<file path="config.mk">
export PLATFORM = sky130hd
export DESIGN_NAME = pimfs_sched
export DESIGN_NICKNAME = d
export VERILOG_FILES = /design/src/rtl/pimfs_pkg.sv /design/src/rtl/pimfs_count_ram.sv /design/src/rtl/pimfs_slot_pick.sv /design/src/rtl/pimfs_sched.sv
export SDC_FILE = /design/constraint.sdc
export NUM_CORES = 1
export LEC_CHECK = 0
export ABC_AREA = 1
export BUFFER_PORTS_ARGS = -buffer_cell sky130_fd_sc_hd__buf_2
export CAP_MARGIN = 20
export CORE_ASPECT_RATIO = 1.2
export CORE_MARGIN = 3
export CORE_UTILIZATION = 51
export CTS_CLUSTER_DIAMETER = 100
export DETAILED_ROUTE_END_ITERATION = 10
export GPL_TIMING_DRIVEN = 1
export PLACE_DENSITY = 0.83
export SYNTH_ARGS = -nofsm -noshare
export SYNTH_HDL_FRONTEND = slang
export SYNTH_SLANG_ARGS = --single-unit
</file>
<file path="constraint.sdc">
create_clock -name ref_clk -period 1.95 [get_ports ref_clk]
set_input_delay 0.39 -clock ref_clk [delete_from_list [all_inputs] [get_ports ref_clk]]
set_output_delay 0.39 -clock ref_clk [all_outputs]
set_load 0.005 [all_outputs]
</file>
<file path="src/rtl/pimfs_pkg.sv">
package pimfs_pkg;

   localparam int SLOTS   = 8;
   localparam int SLOT_W  = 3;
   localparam int CODE_W  = 3;
   localparam int COUNT_W = 12;
   localparam int MASK_W  = 8;
   localparam int FRAME_W = 5;
   localparam int UFC_W   = 14;
   localparam int INT_W   = 2;
   localparam int ADDR_W  = 6;

   // frame number field inside descriptor_word_three
   localparam int FRAME_LSB = 3;
   localparam int FRAME_MSB = 7;
   // bus frame bits inside the microframe counter
   localparam int UFC_FRAME_LSB = 3;
   localparam int UFC_FRAME_MSB = 7;
   // slot_result_code fields of descriptor_word_five start above the mask
   localparam int CODE_LSB = 8;

   localparam int CODE_ERR      = 0;
   localparam int CODE_BABBLE   = 1;
   localparam int CODE_UNDERRUN = 2;

   localparam int INT_DONE = 0;
   localparam int INT_ERR  = 1;

   localparam logic [ADDR_W-1:0] OFS_WORD_THREE = 6'h00;
   localparam logic [ADDR_W-1:0] OFS_WORD_FIVE  = 6'h04;
   localparam logic [ADDR_W-1:0] OFS_INT_STATUS = 6'h08;
   localparam logic [ADDR_W-1:0] OFS_INT_MASK   = 6'h0c;
   localparam logic [ADDR_W-1:0] OFS_COUNT_BASE = 6'h10;
   localparam logic [ADDR_W-1:0] OFS_COUNT_LAST = 6'h2c;

   localparam logic [1:0] RESP_OKAY   = 2'h0;
   localparam logic [1:0] RESP_SLVERR = 2'h2;

   localparam logic [MASK_W-1:0]  MASK_RST  = 8'h00;
   localparam logic [FRAME_W-1:0] FRAME_RST = 5'h00;
   localparam logic [CODE_W-1:0]  CODE_RST  = 3'h0;
   localparam logic [COUNT_W-1:0] COUNT_RST = 12'h000;
   localparam logic [INT_W-1:0]   INT_RST   = 2'h0;

   typedef struct packed {
      logic               transErr;
      logic               babble;
      logic               underrun;
      logic               isIn;
      logic [COUNT_W-1:0] byteCount;
   } pimfs_result_type;

   typedef enum logic [0:0] {
      SCHED_IDLE = 1'b0,
      SCHED_WAIT = 1'b1
   } pimfs_sched_type;

   typedef enum logic [1:0] {
      RD_IDLE   = 2'b00,
      RD_FETCH  = 2'b01,
      RD_LOAD   = 2'b10,
      RD_ANSWER = 2'b11
   } pimfs_read_type;

endpackage

</file>
<file path="src/rtl/pimfs_count_ram.sv">
`timescale 1ns/10ps
`default_nettype none
module pimfs_count_ram (
   input  wire logic                         ref_clk,
   input  wire logic                         rst,
   input  wire logic                         wrEn,
   input  wire logic [pimfs_pkg::SLOT_W-1:0] wrAddr,
   input  wire logic [pimfs_pkg::COUNT_W-1:0] wrData,
   input  wire logic [pimfs_pkg::SLOT_W-1:0] rdAddr,
   output logic      [pimfs_pkg::COUNT_W-1:0] rdData
);

   logic [pimfs_pkg::COUNT_W-1:0] mem [0:pimfs_pkg::SLOTS-1];

   always_ff @(posedge ref_clk) begin
      if (rst) begin
         for (int i = 0; i < pimfs_pkg::SLOTS; i++) begin
            mem[i] <= pimfs_pkg::COUNT_RST;
         end
         rdData <= pimfs_pkg::COUNT_RST;
      end else begin
         if (wrEn) begin
            mem[wrAddr] <= wrData;
         end
         rdData <= mem[rdAddr];
      end
   end

endmodule
`default_nettype wire

</file>
<file path="src/rtl/pimfs_slot_pick.sv">
`timescale 1ns/10ps
`default_nettype none
module pimfs_slot_pick (
   input  wire logic [pimfs_pkg::MASK_W-1:0]  activeMask,
   input  wire logic [pimfs_pkg::FRAME_W-1:0] descFrame,
   input  wire logic [pimfs_pkg::UFC_W-1:0]   microframeCount,
   input  wire pimfs_pkg::pimfs_result_type   result,
   output logic                               armed,
   output logic      [pimfs_pkg::SLOT_W-1:0]  slotIdx,
   output logic      [pimfs_pkg::CODE_W-1:0]  slotCode
);

   always_comb begin
      // slot from counter
      slotIdx = microframeCount[pimfs_pkg::SLOT_W-1:0];
      // frame match gate
      armed = (descFrame == microframeCount[pimfs_pkg::UFC_FRAME_MSB:pimfs_pkg::UFC_FRAME_LSB])
              && activeMask[slotIdx];
      // direction qualifies code
      slotCode = '0;
      slotCode[pimfs_pkg::CODE_ERR]      = result.transErr;
      slotCode[pimfs_pkg::CODE_BABBLE]   = result.babble & result.isIn;
      slotCode[pimfs_pkg::CODE_UNDERRUN] = result.underrun & ~result.isIn;
   end

endmodule
`default_nettype wire

</file>
<file path="src/rtl/pimfs_sched.sv">
// Operation
// eight 3-bit result codes, slot 7 at bits 31:29 down to slot 0 at 10:8, hardware-written
// after each slot transaction completes, write that slot's result code
// code bit 0 error, bit 1 babble for IN, bit 2 underrun for OUT
// 8-bit active mask; software arms bits, hardware clears each after processing
// consult mask only when descriptor frame bits 7:3 equal bus frame number
// in a matching frame, issue token for a slot only when its bit is set
// every armed slot gets its own transaction independently; the code ignores a start pulse while a transaction is pending
// record 12-bit received byte count per slot when armed and frame matched
// slot index is the low three bits of the microframe counter
//
// The AXI4-Lite interface to the registers and the register addresses were left to the implementer.
`timescale 1ns/10ps
`default_nettype none
module pimfs_sched (
   input  wire logic                          ref_clk,
   input  wire logic                          rst,
   input  wire logic [pimfs_pkg::ADDR_W-1:0]  s_axi_awaddr,
   input  wire logic                          s_axi_awvalid,
   output logic                               s_axi_awready,
   input  wire logic [31:0]                   s_axi_wdata,
   input  wire logic [3:0]                    s_axi_wstrb,
   input  wire logic                          s_axi_wvalid,
   output logic                               s_axi_wready,
   output logic [1:0]                         s_axi_bresp,
   output logic                               s_axi_bvalid,
   input  wire logic                          s_axi_bready,
   input  wire logic [pimfs_pkg::ADDR_W-1:0]  s_axi_araddr,
   input  wire logic                          s_axi_arvalid,
   output logic                               s_axi_arready,
   output logic [31:0]                        s_axi_rdata,
   output logic [1:0]                         s_axi_rresp,
   output logic                               s_axi_rvalid,
   input  wire logic                          s_axi_rready,
   input  wire logic                          sofPulse,
   input  wire logic [pimfs_pkg::UFC_W-1:0]   microframeCount,
   input  wire logic                          txnDone,
   input  wire pimfs_pkg::pimfs_result_type   txnResult,
   output logic                               tokenIssue,
   output logic [pimfs_pkg::SLOT_W-1:0]       tokenSlot,
   output logic                               irq
);

   ////////////////////////////////////////////////////////////////////////////
   logic                            awTakenQ, awTakenD, wTakenQ, wTakenD;
   logic [pimfs_pkg::ADDR_W-1:0]    awAddrQ, awAddrD, arAddrQ, arAddrD;
   logic [7:0]                      wByteQ, wByteD;
   logic                            wLaneQ, wLaneD;
   logic                            awReadyQ, awReadyD, wReadyQ, wReadyD;
   logic                            bValidQ, bValidD, arReadyQ, arReadyD;
   logic                            rValidQ, rValidD;
   logic [1:0]                      bRespQ, bRespD, rRespQ, rRespD;
   logic [31:0]                     rDataQ, rDataD;
   pimfs_pkg::pimfs_read_type       rdStateQ, rdStateD;
   logic                            doWrite;

   logic [pimfs_pkg::MASK_W-1:0]    maskQ, maskD;
   logic [pimfs_pkg::FRAME_W-1:0]   frameQ, frameD;
   logic [pimfs_pkg::CODE_W-1:0]    codeQ [pimfs_pkg::SLOTS], codeD [pimfs_pkg::SLOTS];
   logic [pimfs_pkg::INT_W-1:0]     intStatusQ, intStatusD, intMaskQ, intMaskD;
   logic                            irqQ, irqD;
   pimfs_pkg::pimfs_sched_type      schedQ, schedD;
   logic                            issueQ, issueD;
   logic [pimfs_pkg::SLOT_W-1:0]    slotQ, slotD;

   logic                            armed, finish, ramWrEn;
   logic [pimfs_pkg::SLOT_W-1:0]    curSlot;
   logic [pimfs_pkg::CODE_W-1:0]    newCode;
   logic [pimfs_pkg::COUNT_W-1:0]   ramData;
   logic [pimfs_pkg::ADDR_W-1:0]    countOff;
   logic [pimfs_pkg::CODE_W*pimfs_pkg::SLOTS-1:0] codeFlat;
   logic [31:0]                     wordThree, wordFive;

   ////////////////////////////////////////////////////////////////////////////
   pimfs_slot_pick u_pick (
      .activeMask      (maskQ),
      .descFrame       (frameQ),
      .microframeCount (microframeCount),
      .result          (txnResult),
      .armed           (armed),
      .slotIdx         (curSlot),
      .slotCode        (newCode)
   );

   assign countOff = arAddrQ - pimfs_pkg::OFS_COUNT_BASE;
   assign finish   = (schedQ == pimfs_pkg::SCHED_WAIT) && txnDone;
   // only IN byte counts stored
   assign ramWrEn  = finish && txnResult.isIn;

   pimfs_count_ram u_ram (
      .ref_clk (ref_clk),
      .rst     (rst),
      .wrEn    (ramWrEn),
      .wrAddr  (slotQ),
      .wrData  (txnResult.byteCount),
      .rdAddr  (countOff[pimfs_pkg::SLOT_W+1:2]),
      .rdData  (ramData)
   );

   // codes packed slot 7 high
   for (genvar g = 0; g < pimfs_pkg::SLOTS; g++) begin : g_pack
      assign codeFlat[g*pimfs_pkg::CODE_W +: pimfs_pkg::CODE_W] = codeQ[g];
   end
   assign wordThree = {24'h000000, frameQ, 3'h0};
   assign wordFive  = {codeFlat, maskQ};

   ////////////////////////////////////////////////////////////////////////////
   // bus slave; only byte lane 0 holds writable bits
   always_comb begin
      awTakenD = awTakenQ;
      awAddrD  = awAddrQ;
      wTakenD  = wTakenQ;
      wByteD   = wByteQ;
      wLaneD   = wLaneQ;
      bValidD  = bValidQ;
      bRespD   = bRespQ;
      doWrite  = 1'b0;
      if (s_axi_awvalid && awReadyQ) begin
         awTakenD = 1'b1;
         awAddrD  = s_axi_awaddr;
      end
      if (s_axi_wvalid && wReadyQ) begin
         wTakenD = 1'b1;
         wByteD  = s_axi_wdata[7:0];
         wLaneD  = s_axi_wstrb[0];
      end
      if (bValidQ && s_axi_bready) begin
         bValidD = 1'b0;
      end
      if (awTakenQ && wTakenQ && !bValidQ) begin
         doWrite  = wLaneQ;
         awTakenD = 1'b0;
         wTakenD  = 1'b0;
         bValidD  = 1'b1;
         bRespD   = (awAddrQ == pimfs_pkg::OFS_WORD_THREE || awAddrQ == pimfs_pkg::OFS_WORD_FIVE
                     || awAddrQ == pimfs_pkg::OFS_INT_STATUS || awAddrQ == pimfs_pkg::OFS_INT_MASK
                     || (awAddrQ >= pimfs_pkg::OFS_COUNT_BASE && awAddrQ <= pimfs_pkg::OFS_COUNT_LAST
                         && awAddrQ[1:0] == 2'h0)) ? pimfs_pkg::RESP_OKAY : pimfs_pkg::RESP_SLVERR;
      end
      awReadyD = !awTakenD && !bValidD;
      wReadyD  = !wTakenD && !bValidD;
   end

   always_comb begin
      rdStateD = rdStateQ;
      arAddrD  = arAddrQ;
      arReadyD = arReadyQ;
      rValidD  = rValidQ;
      rDataD   = rDataQ;
      rRespD   = rRespQ;
      case (rdStateQ)
         pimfs_pkg::RD_IDLE: begin
            if (s_axi_arvalid && arReadyQ) begin
               arAddrD  = s_axi_araddr;
               arReadyD = 1'b0;
               rdStateD = pimfs_pkg::RD_FETCH;
            end
         end
         pimfs_pkg::RD_FETCH: begin
            rdStateD = pimfs_pkg::RD_LOAD;
         end
         pimfs_pkg::RD_LOAD: begin
            rRespD  = pimfs_pkg::RESP_OKAY;
            rValidD = 1'b1;
            rdStateD = pimfs_pkg::RD_ANSWER;
            if (arAddrQ == pimfs_pkg::OFS_WORD_THREE) begin
               rDataD = wordThree;
            end else if (arAddrQ == pimfs_pkg::OFS_WORD_FIVE) begin
               rDataD = wordFive;
            end else if (arAddrQ == pimfs_pkg::OFS_INT_STATUS) begin
               rDataD = {30'h00000000, intStatusQ};
            end else if (arAddrQ == pimfs_pkg::OFS_INT_MASK) begin
               rDataD = {30'h00000000, intMaskQ};
            end else if (arAddrQ >= pimfs_pkg::OFS_COUNT_BASE && arAddrQ <= pimfs_pkg::OFS_COUNT_LAST
                         && arAddrQ[1:0] == 2'h0) begin
               rDataD = {20'h00000, ramData};
            end else begin
               rDataD = 32'h00000000;
               rRespD = pimfs_pkg::RESP_SLVERR;
            end
         end
         pimfs_pkg::RD_ANSWER: begin
            if (s_axi_rready) begin
               rValidD  = 1'b0;
               arReadyD = 1'b1;
               rdStateD = pimfs_pkg::RD_IDLE;
            end
         end
         default: begin
            rdStateD = pimfs_pkg::RD_IDLE;
         end
      endcase
   end

   ////////////////////////////////////////////////////////////////////////////
   // scheduler and descriptor state
   always_comb begin
      schedD     = schedQ;
      issueD     = 1'b0;
      slotD      = slotQ;
      maskD      = maskQ;
      frameD     = frameQ;
      codeD      = codeQ;
      intStatusD = intStatusQ;
      intMaskD   = intMaskQ;
      case (schedQ)
         pimfs_pkg::SCHED_IDLE: begin
            // token only for armed slot
            if (sofPulse && armed) begin
               issueD = 1'b1;
               slotD  = curSlot;
               schedD = pimfs_pkg::SCHED_WAIT;
            end
         end
         pimfs_pkg::SCHED_WAIT: begin
            if (txnDone) begin
               // result code written
               codeD[slotQ] = newCode;
               // hardware clears armed bit
               maskD[slotQ] = 1'b0;
               schedD = pimfs_pkg::SCHED_IDLE;
            end
         end
         default: begin
            schedD = pimfs_pkg::SCHED_IDLE;
         end
      endcase
      // a clear is done first so a software arm in the same cycle wins
      if (doWrite) begin
         case (awAddrQ)
            pimfs_pkg::OFS_WORD_THREE: frameD = wByteQ[pimfs_pkg::FRAME_MSB:pimfs_pkg::FRAME_LSB];
            pimfs_pkg::OFS_WORD_FIVE:  maskD = wByteQ | (maskD & 8'h00);
            pimfs_pkg::OFS_INT_STATUS: intStatusD = intStatusD & ~wByteQ[pimfs_pkg::INT_W-1:0];
            pimfs_pkg::OFS_INT_MASK:   intMaskD = wByteQ[pimfs_pkg::INT_W-1:0];
            default: begin
            end
         endcase
      end
      if (finish) begin
         intStatusD[pimfs_pkg::INT_DONE] = 1'b1;
         intStatusD[pimfs_pkg::INT_ERR]  = intStatusD[pimfs_pkg::INT_ERR] | (|newCode);
      end
      irqD = |(intStatusQ & intMaskQ);
   end

   always_ff @(posedge ref_clk) begin
      if (rst) begin
         awTakenQ   <= 1'b0;
         awAddrQ    <= '0;
         wTakenQ    <= 1'b0;
         wByteQ     <= 8'h00;
         wLaneQ     <= 1'b0;
         awReadyQ   <= 1'b0;
         wReadyQ    <= 1'b0;
         bValidQ    <= 1'b0;
         bRespQ     <= pimfs_pkg::RESP_OKAY;
         arReadyQ   <= 1'b1;
         arAddrQ    <= '0;
         rValidQ    <= 1'b0;
         rRespQ     <= pimfs_pkg::RESP_OKAY;
         rDataQ     <= 32'h00000000;
         rdStateQ   <= pimfs_pkg::RD_IDLE;
         schedQ     <= pimfs_pkg::SCHED_IDLE;
         issueQ     <= 1'b0;
         slotQ      <= '0;
         maskQ      <= pimfs_pkg::MASK_RST;
         frameQ     <= pimfs_pkg::FRAME_RST;
         for (int i = 0; i < pimfs_pkg::SLOTS; i++) begin
            codeQ[i] <= pimfs_pkg::CODE_RST;
         end
         intStatusQ <= pimfs_pkg::INT_RST;
         intMaskQ   <= pimfs_pkg::INT_RST;
         irqQ       <= 1'b0;
      end else begin
         awTakenQ   <= awTakenD;
         awAddrQ    <= awAddrD;
         wTakenQ    <= wTakenD;
         wByteQ     <= wByteD;
         wLaneQ     <= wLaneD;
         awReadyQ   <= awReadyD;
         wReadyQ    <= wReadyD;
         bValidQ    <= bValidD;
         bRespQ     <= bRespD;
         arReadyQ   <= arReadyD;
         arAddrQ    <= arAddrD;
         rValidQ    <= rValidD;
         rRespQ     <= rRespD;
         rDataQ     <= rDataD;
         rdStateQ   <= rdStateD;
         schedQ     <= schedD;
         issueQ     <= issueD;
         slotQ      <= slotD;
         maskQ      <= maskD;
         frameQ     <= frameD;
         codeQ      <= codeD;
         intStatusQ <= intStatusD;
         intMaskQ   <= intMaskD;
         irqQ       <= irqD;
      end
   end

   assign s_axi_awready = awReadyQ;
   assign s_axi_wready  = wReadyQ;
   assign s_axi_bvalid  = bValidQ;
   assign s_axi_bresp   = bRespQ;
   assign s_axi_arready = arReadyQ;
   assign s_axi_rvalid  = rValidQ;
   assign s_axi_rdata   = rDataQ;
   assign s_axi_rresp   = rRespQ;
   assign tokenIssue    = issueQ;
   assign tokenSlot     = slotQ;
   assign irq           = irqQ;
endmodule
`default_nettype wire

</file>
==> run summary <==
setup TNS: 0 ps
slowest stage cell, crit path: dfxtp_1
fin crit period: 1660 ps
Reg clk slew, reported paths: 60 ps
clk_lat worst skew: 490 ps
Final Hold Viols: 0
Distinct cells, synth: 36
Die Y: 150 um
clock share of power: 37.4%
vias in the first global route: 7095
Critical Path Start Type: flop
Max Clk Rate: 602 MHz
Synth Area in Adders: 0.564%
met3 wire length: 1650 um
VDD IR-drop max: 0.000771 V
Post-Syn Instances: 1010
# IOs: 133
Initial Utilization: 52.3%
global-route wire length before repair: 34100 um
Layout area overhead: 19.3%
worst path bufs/invs: 2
fillcell total: 1374
Sink Count: 219
Slew Viols, Final: 0
IO buf count: 97
CP Cell Sequence: nand2_1 -> nor2_1 -> nand2_1 -> inv_1 -> nand2_1 -> nand2_1 -> buf_4
Die Area: 19000 um^2
hold crit path type: primary input to flop
main combinational cell family by area after synthesis: simple AND/OR/NAND/NOR gates
Final Core Density: 62.3%
post-synthesis mux area share: 0%
met1 wire length: 8120 um
Die X: 126 um
Crit path largest cell delay: 330 ps
final HPWL from detailed placement: 14800 um
Placed Cells: 1323
Syn. warnings: 0
Design Power: 11400 uW
Yosys reg bits: 219
n_diodes: 0
Detail Route Antenna Nets: 0
drt total wl: 21700 um
max cap viols: 0
hold depth: 3
post-synthesis xor/xnor area fraction: 0%
site row count: 52
CP max FO: 5
ys async rst share: 0%
GPL Wtd Cong: 0.867
TritonRoute pass-1 iters: 6
simple-gate area share of the yosys netlist: 19.8%
initial antenna violation count: 0
Synth Area per Inst: 8.79 um^2
routed len/inst: 15.9 um
Post-Syn Area: 8870 um^2
via/cell ratio: 5.47
Sw Share: 27.3%
Logic pwr share: 16.6%
Int Pwr: 8280 uW
Total GRT Usage: 22.3%
clk_skew: 8.41 ps
Max Buffers Root-to-Sink: 3
RSZ-0062 raised after global routing: no
R2R cell count: 7
top routing layer in use: met4
Max H-tree Level: 1
largest net degree at the start of global routing: 45
Final nets: 1222
CP dominant cell by count: nand2_1
period utilization: 85.2%
Sw Pwr: 3110 uW
compound-cell area share of the yosys netlist: 13.4%
Post-synth EDFFs: 96
post-cts gate resize count: 0
routed vias: 7450
top_reg_cell synth: dfxtp_1
Crit path depth: 7
sequential area share after synthesis: 60.2%
share of cells above drive strength 1: 16.1%
fin cells: 1362
run status: finished clean
Req. time, crit path: 2150 ps
CP arrival: 1870 ps
CP delay by family, top: simple AND/OR/NAND/NOR gates
cell area power density: 1080 nW/um^2
total CTS buffers: 22
DR DRC count: 0
core outline area: 17000 um^2
Setup Buffers After CTS: 0
Worst setup EP type: flop
Final Setup Violations: 0
Post-CTS Hold Fix Bufs: 0
1st-iter DRT viols: 699
Seq pwr share: 46.1%
grt ovf: 0
DR WL met2: 11200 um
Setup CP Type: flop to flop
Root Buffer: clkbuf_16
CTS tree: yes
Pleak: 0.00454 uW
stage by stage:
stage | hold WS, ps | instance area, um^2 | setup slack, ps
CTS | 147 | 10600 | 295
global route | 166 | 10600 | 117
detailed placement | 451 | 9840 | 175
finish | 148 | 10600 | 288
floorplan | 430 | 8880 | 92.8
global placement | 442 | 9840 | 240
cells in the mapped netlist, drive strengths merged (4+ instances only):
cell    instances  share of area [%]
clkbuf         32                1.4
a22oi          15                1.3
nand3          42                2.4
buf            10               0.76
nand2         199                8.5
nand4           4               0.28
o21ai          90                5.1
ha              4               0.56
nor3            7               0.39
nor2          181                7.9
inv            89                3.8
a211oi         12                1.0
edfxtp         96                 32
a31oi           9               0.63
dfxtp         123                 28
a21oi          82                4.7
state kept, by name, summed over array words and instances (netlist names), 2 cells and up:
register / flops
u_ram.mem: 96
s_axi_rdata: 32
codeFlat: 24
u_ram.rdData: 12
maskQ: 8
wByteQ: 8
arAddrQ: 6
awAddrQ: 6
frameQ: 5
tokenSlot: 3
intMaskQ: 2
intStatusQ: 2
rdStateQ: 2
worst reg2reg max path: cells and delay by family, from the launching register on:
kind / cells / cell delay [ps]
AND/OR/NAND/NOR: 5 / 760
buffers and inverters: 2 / 290
flip-flops: 1 / 330
placed cells by master, fill, tap and decap left out, types with 2 or more instances in the layout:
cell type,count
a221oi_1,2
clkbuf_8,3
nand2_2,3
a31oi_1,9
clkbuf_1,5
buf_4,34
clkinv_2,3
a21oi_1,80
nor2_4,2
clkinv_1,2
nand3_1,41
conb_1,2
nand2_1,196
edfxtp_1,96
dfxtp_1,123
a211oi_1,12
a21oi_2,2
inv_1,87
ha_1,4
buf_12,7
o21ai_0,90
a22oi_1,15
nand4_1,4
inv_2,3
buf_2,97
o211ai_1,2
nor2_1,178
clkbuf_16,25
nor3_1,7
routing by layer:
layer	vias up	global-route usage (%)
met4	0	9.28
met1	3465	25.7
met2	335	41.3
li1	3590	-
met3	60	3.41
met5	-	0
path summary, 6_finish.rpt:
kind / startpoint / end / slack (ps)
max: schedQ$_SDFF_PP0_ / u_ram.mem[5][5]$_SDFFCE_PN0P_ / 290
max reg2reg: schedQ$_SDFF_PP0_ / u_ram.mem[5][5]$_SDFFCE_PN0P_ / 290
min: s_axi_awaddr[0] / awAddrQ[0]$_SDFFE_PP0P_ / 150
min reg2reg: wLaneQ$_SDFFE_PP0P_ / wLaneQ$_SDFFE_PP0P_ / 460
area by class of cell:
type / instances / area [um^2] / share of cell area [%]
flip-flops and latches: 219 / 5350 / 50.5
multi-input cells: 659 / 3000 / 28.4
repair buffers: 138 / 881 / 8.32
clock buffers: 33 / 686 / 6.48
inverters: 91 / 342 / 3.23
well taps: 216 / 270 / 2.55
clock inverters: 6 / 57.6 / 0.544
power groups by stage:
stage / Sequential (uW) / Combinational, uW / Clock [uW]
after CTS: 5240 / 1870 / 4310
after detailed placement: 5330 / 1850 / 0
after floorplan: 5300 / 1190 / 0
final: 5240 / 1890 / 4250
after global placement: 5320 / 1800 / 0
after global routing: 5260 / 2090 / 4520
cells by family (layout without fill, tap and decap cells):
family                     Yosys count  in the layout
adders and majority gates            4              4
and+or+nand+nor                    438            438
AOI/OAI and AO/OA                  215            215
DFF                                219            219
other                                1              2
buffers and inverters              133            268
Power figures use the tool's default switching activity.
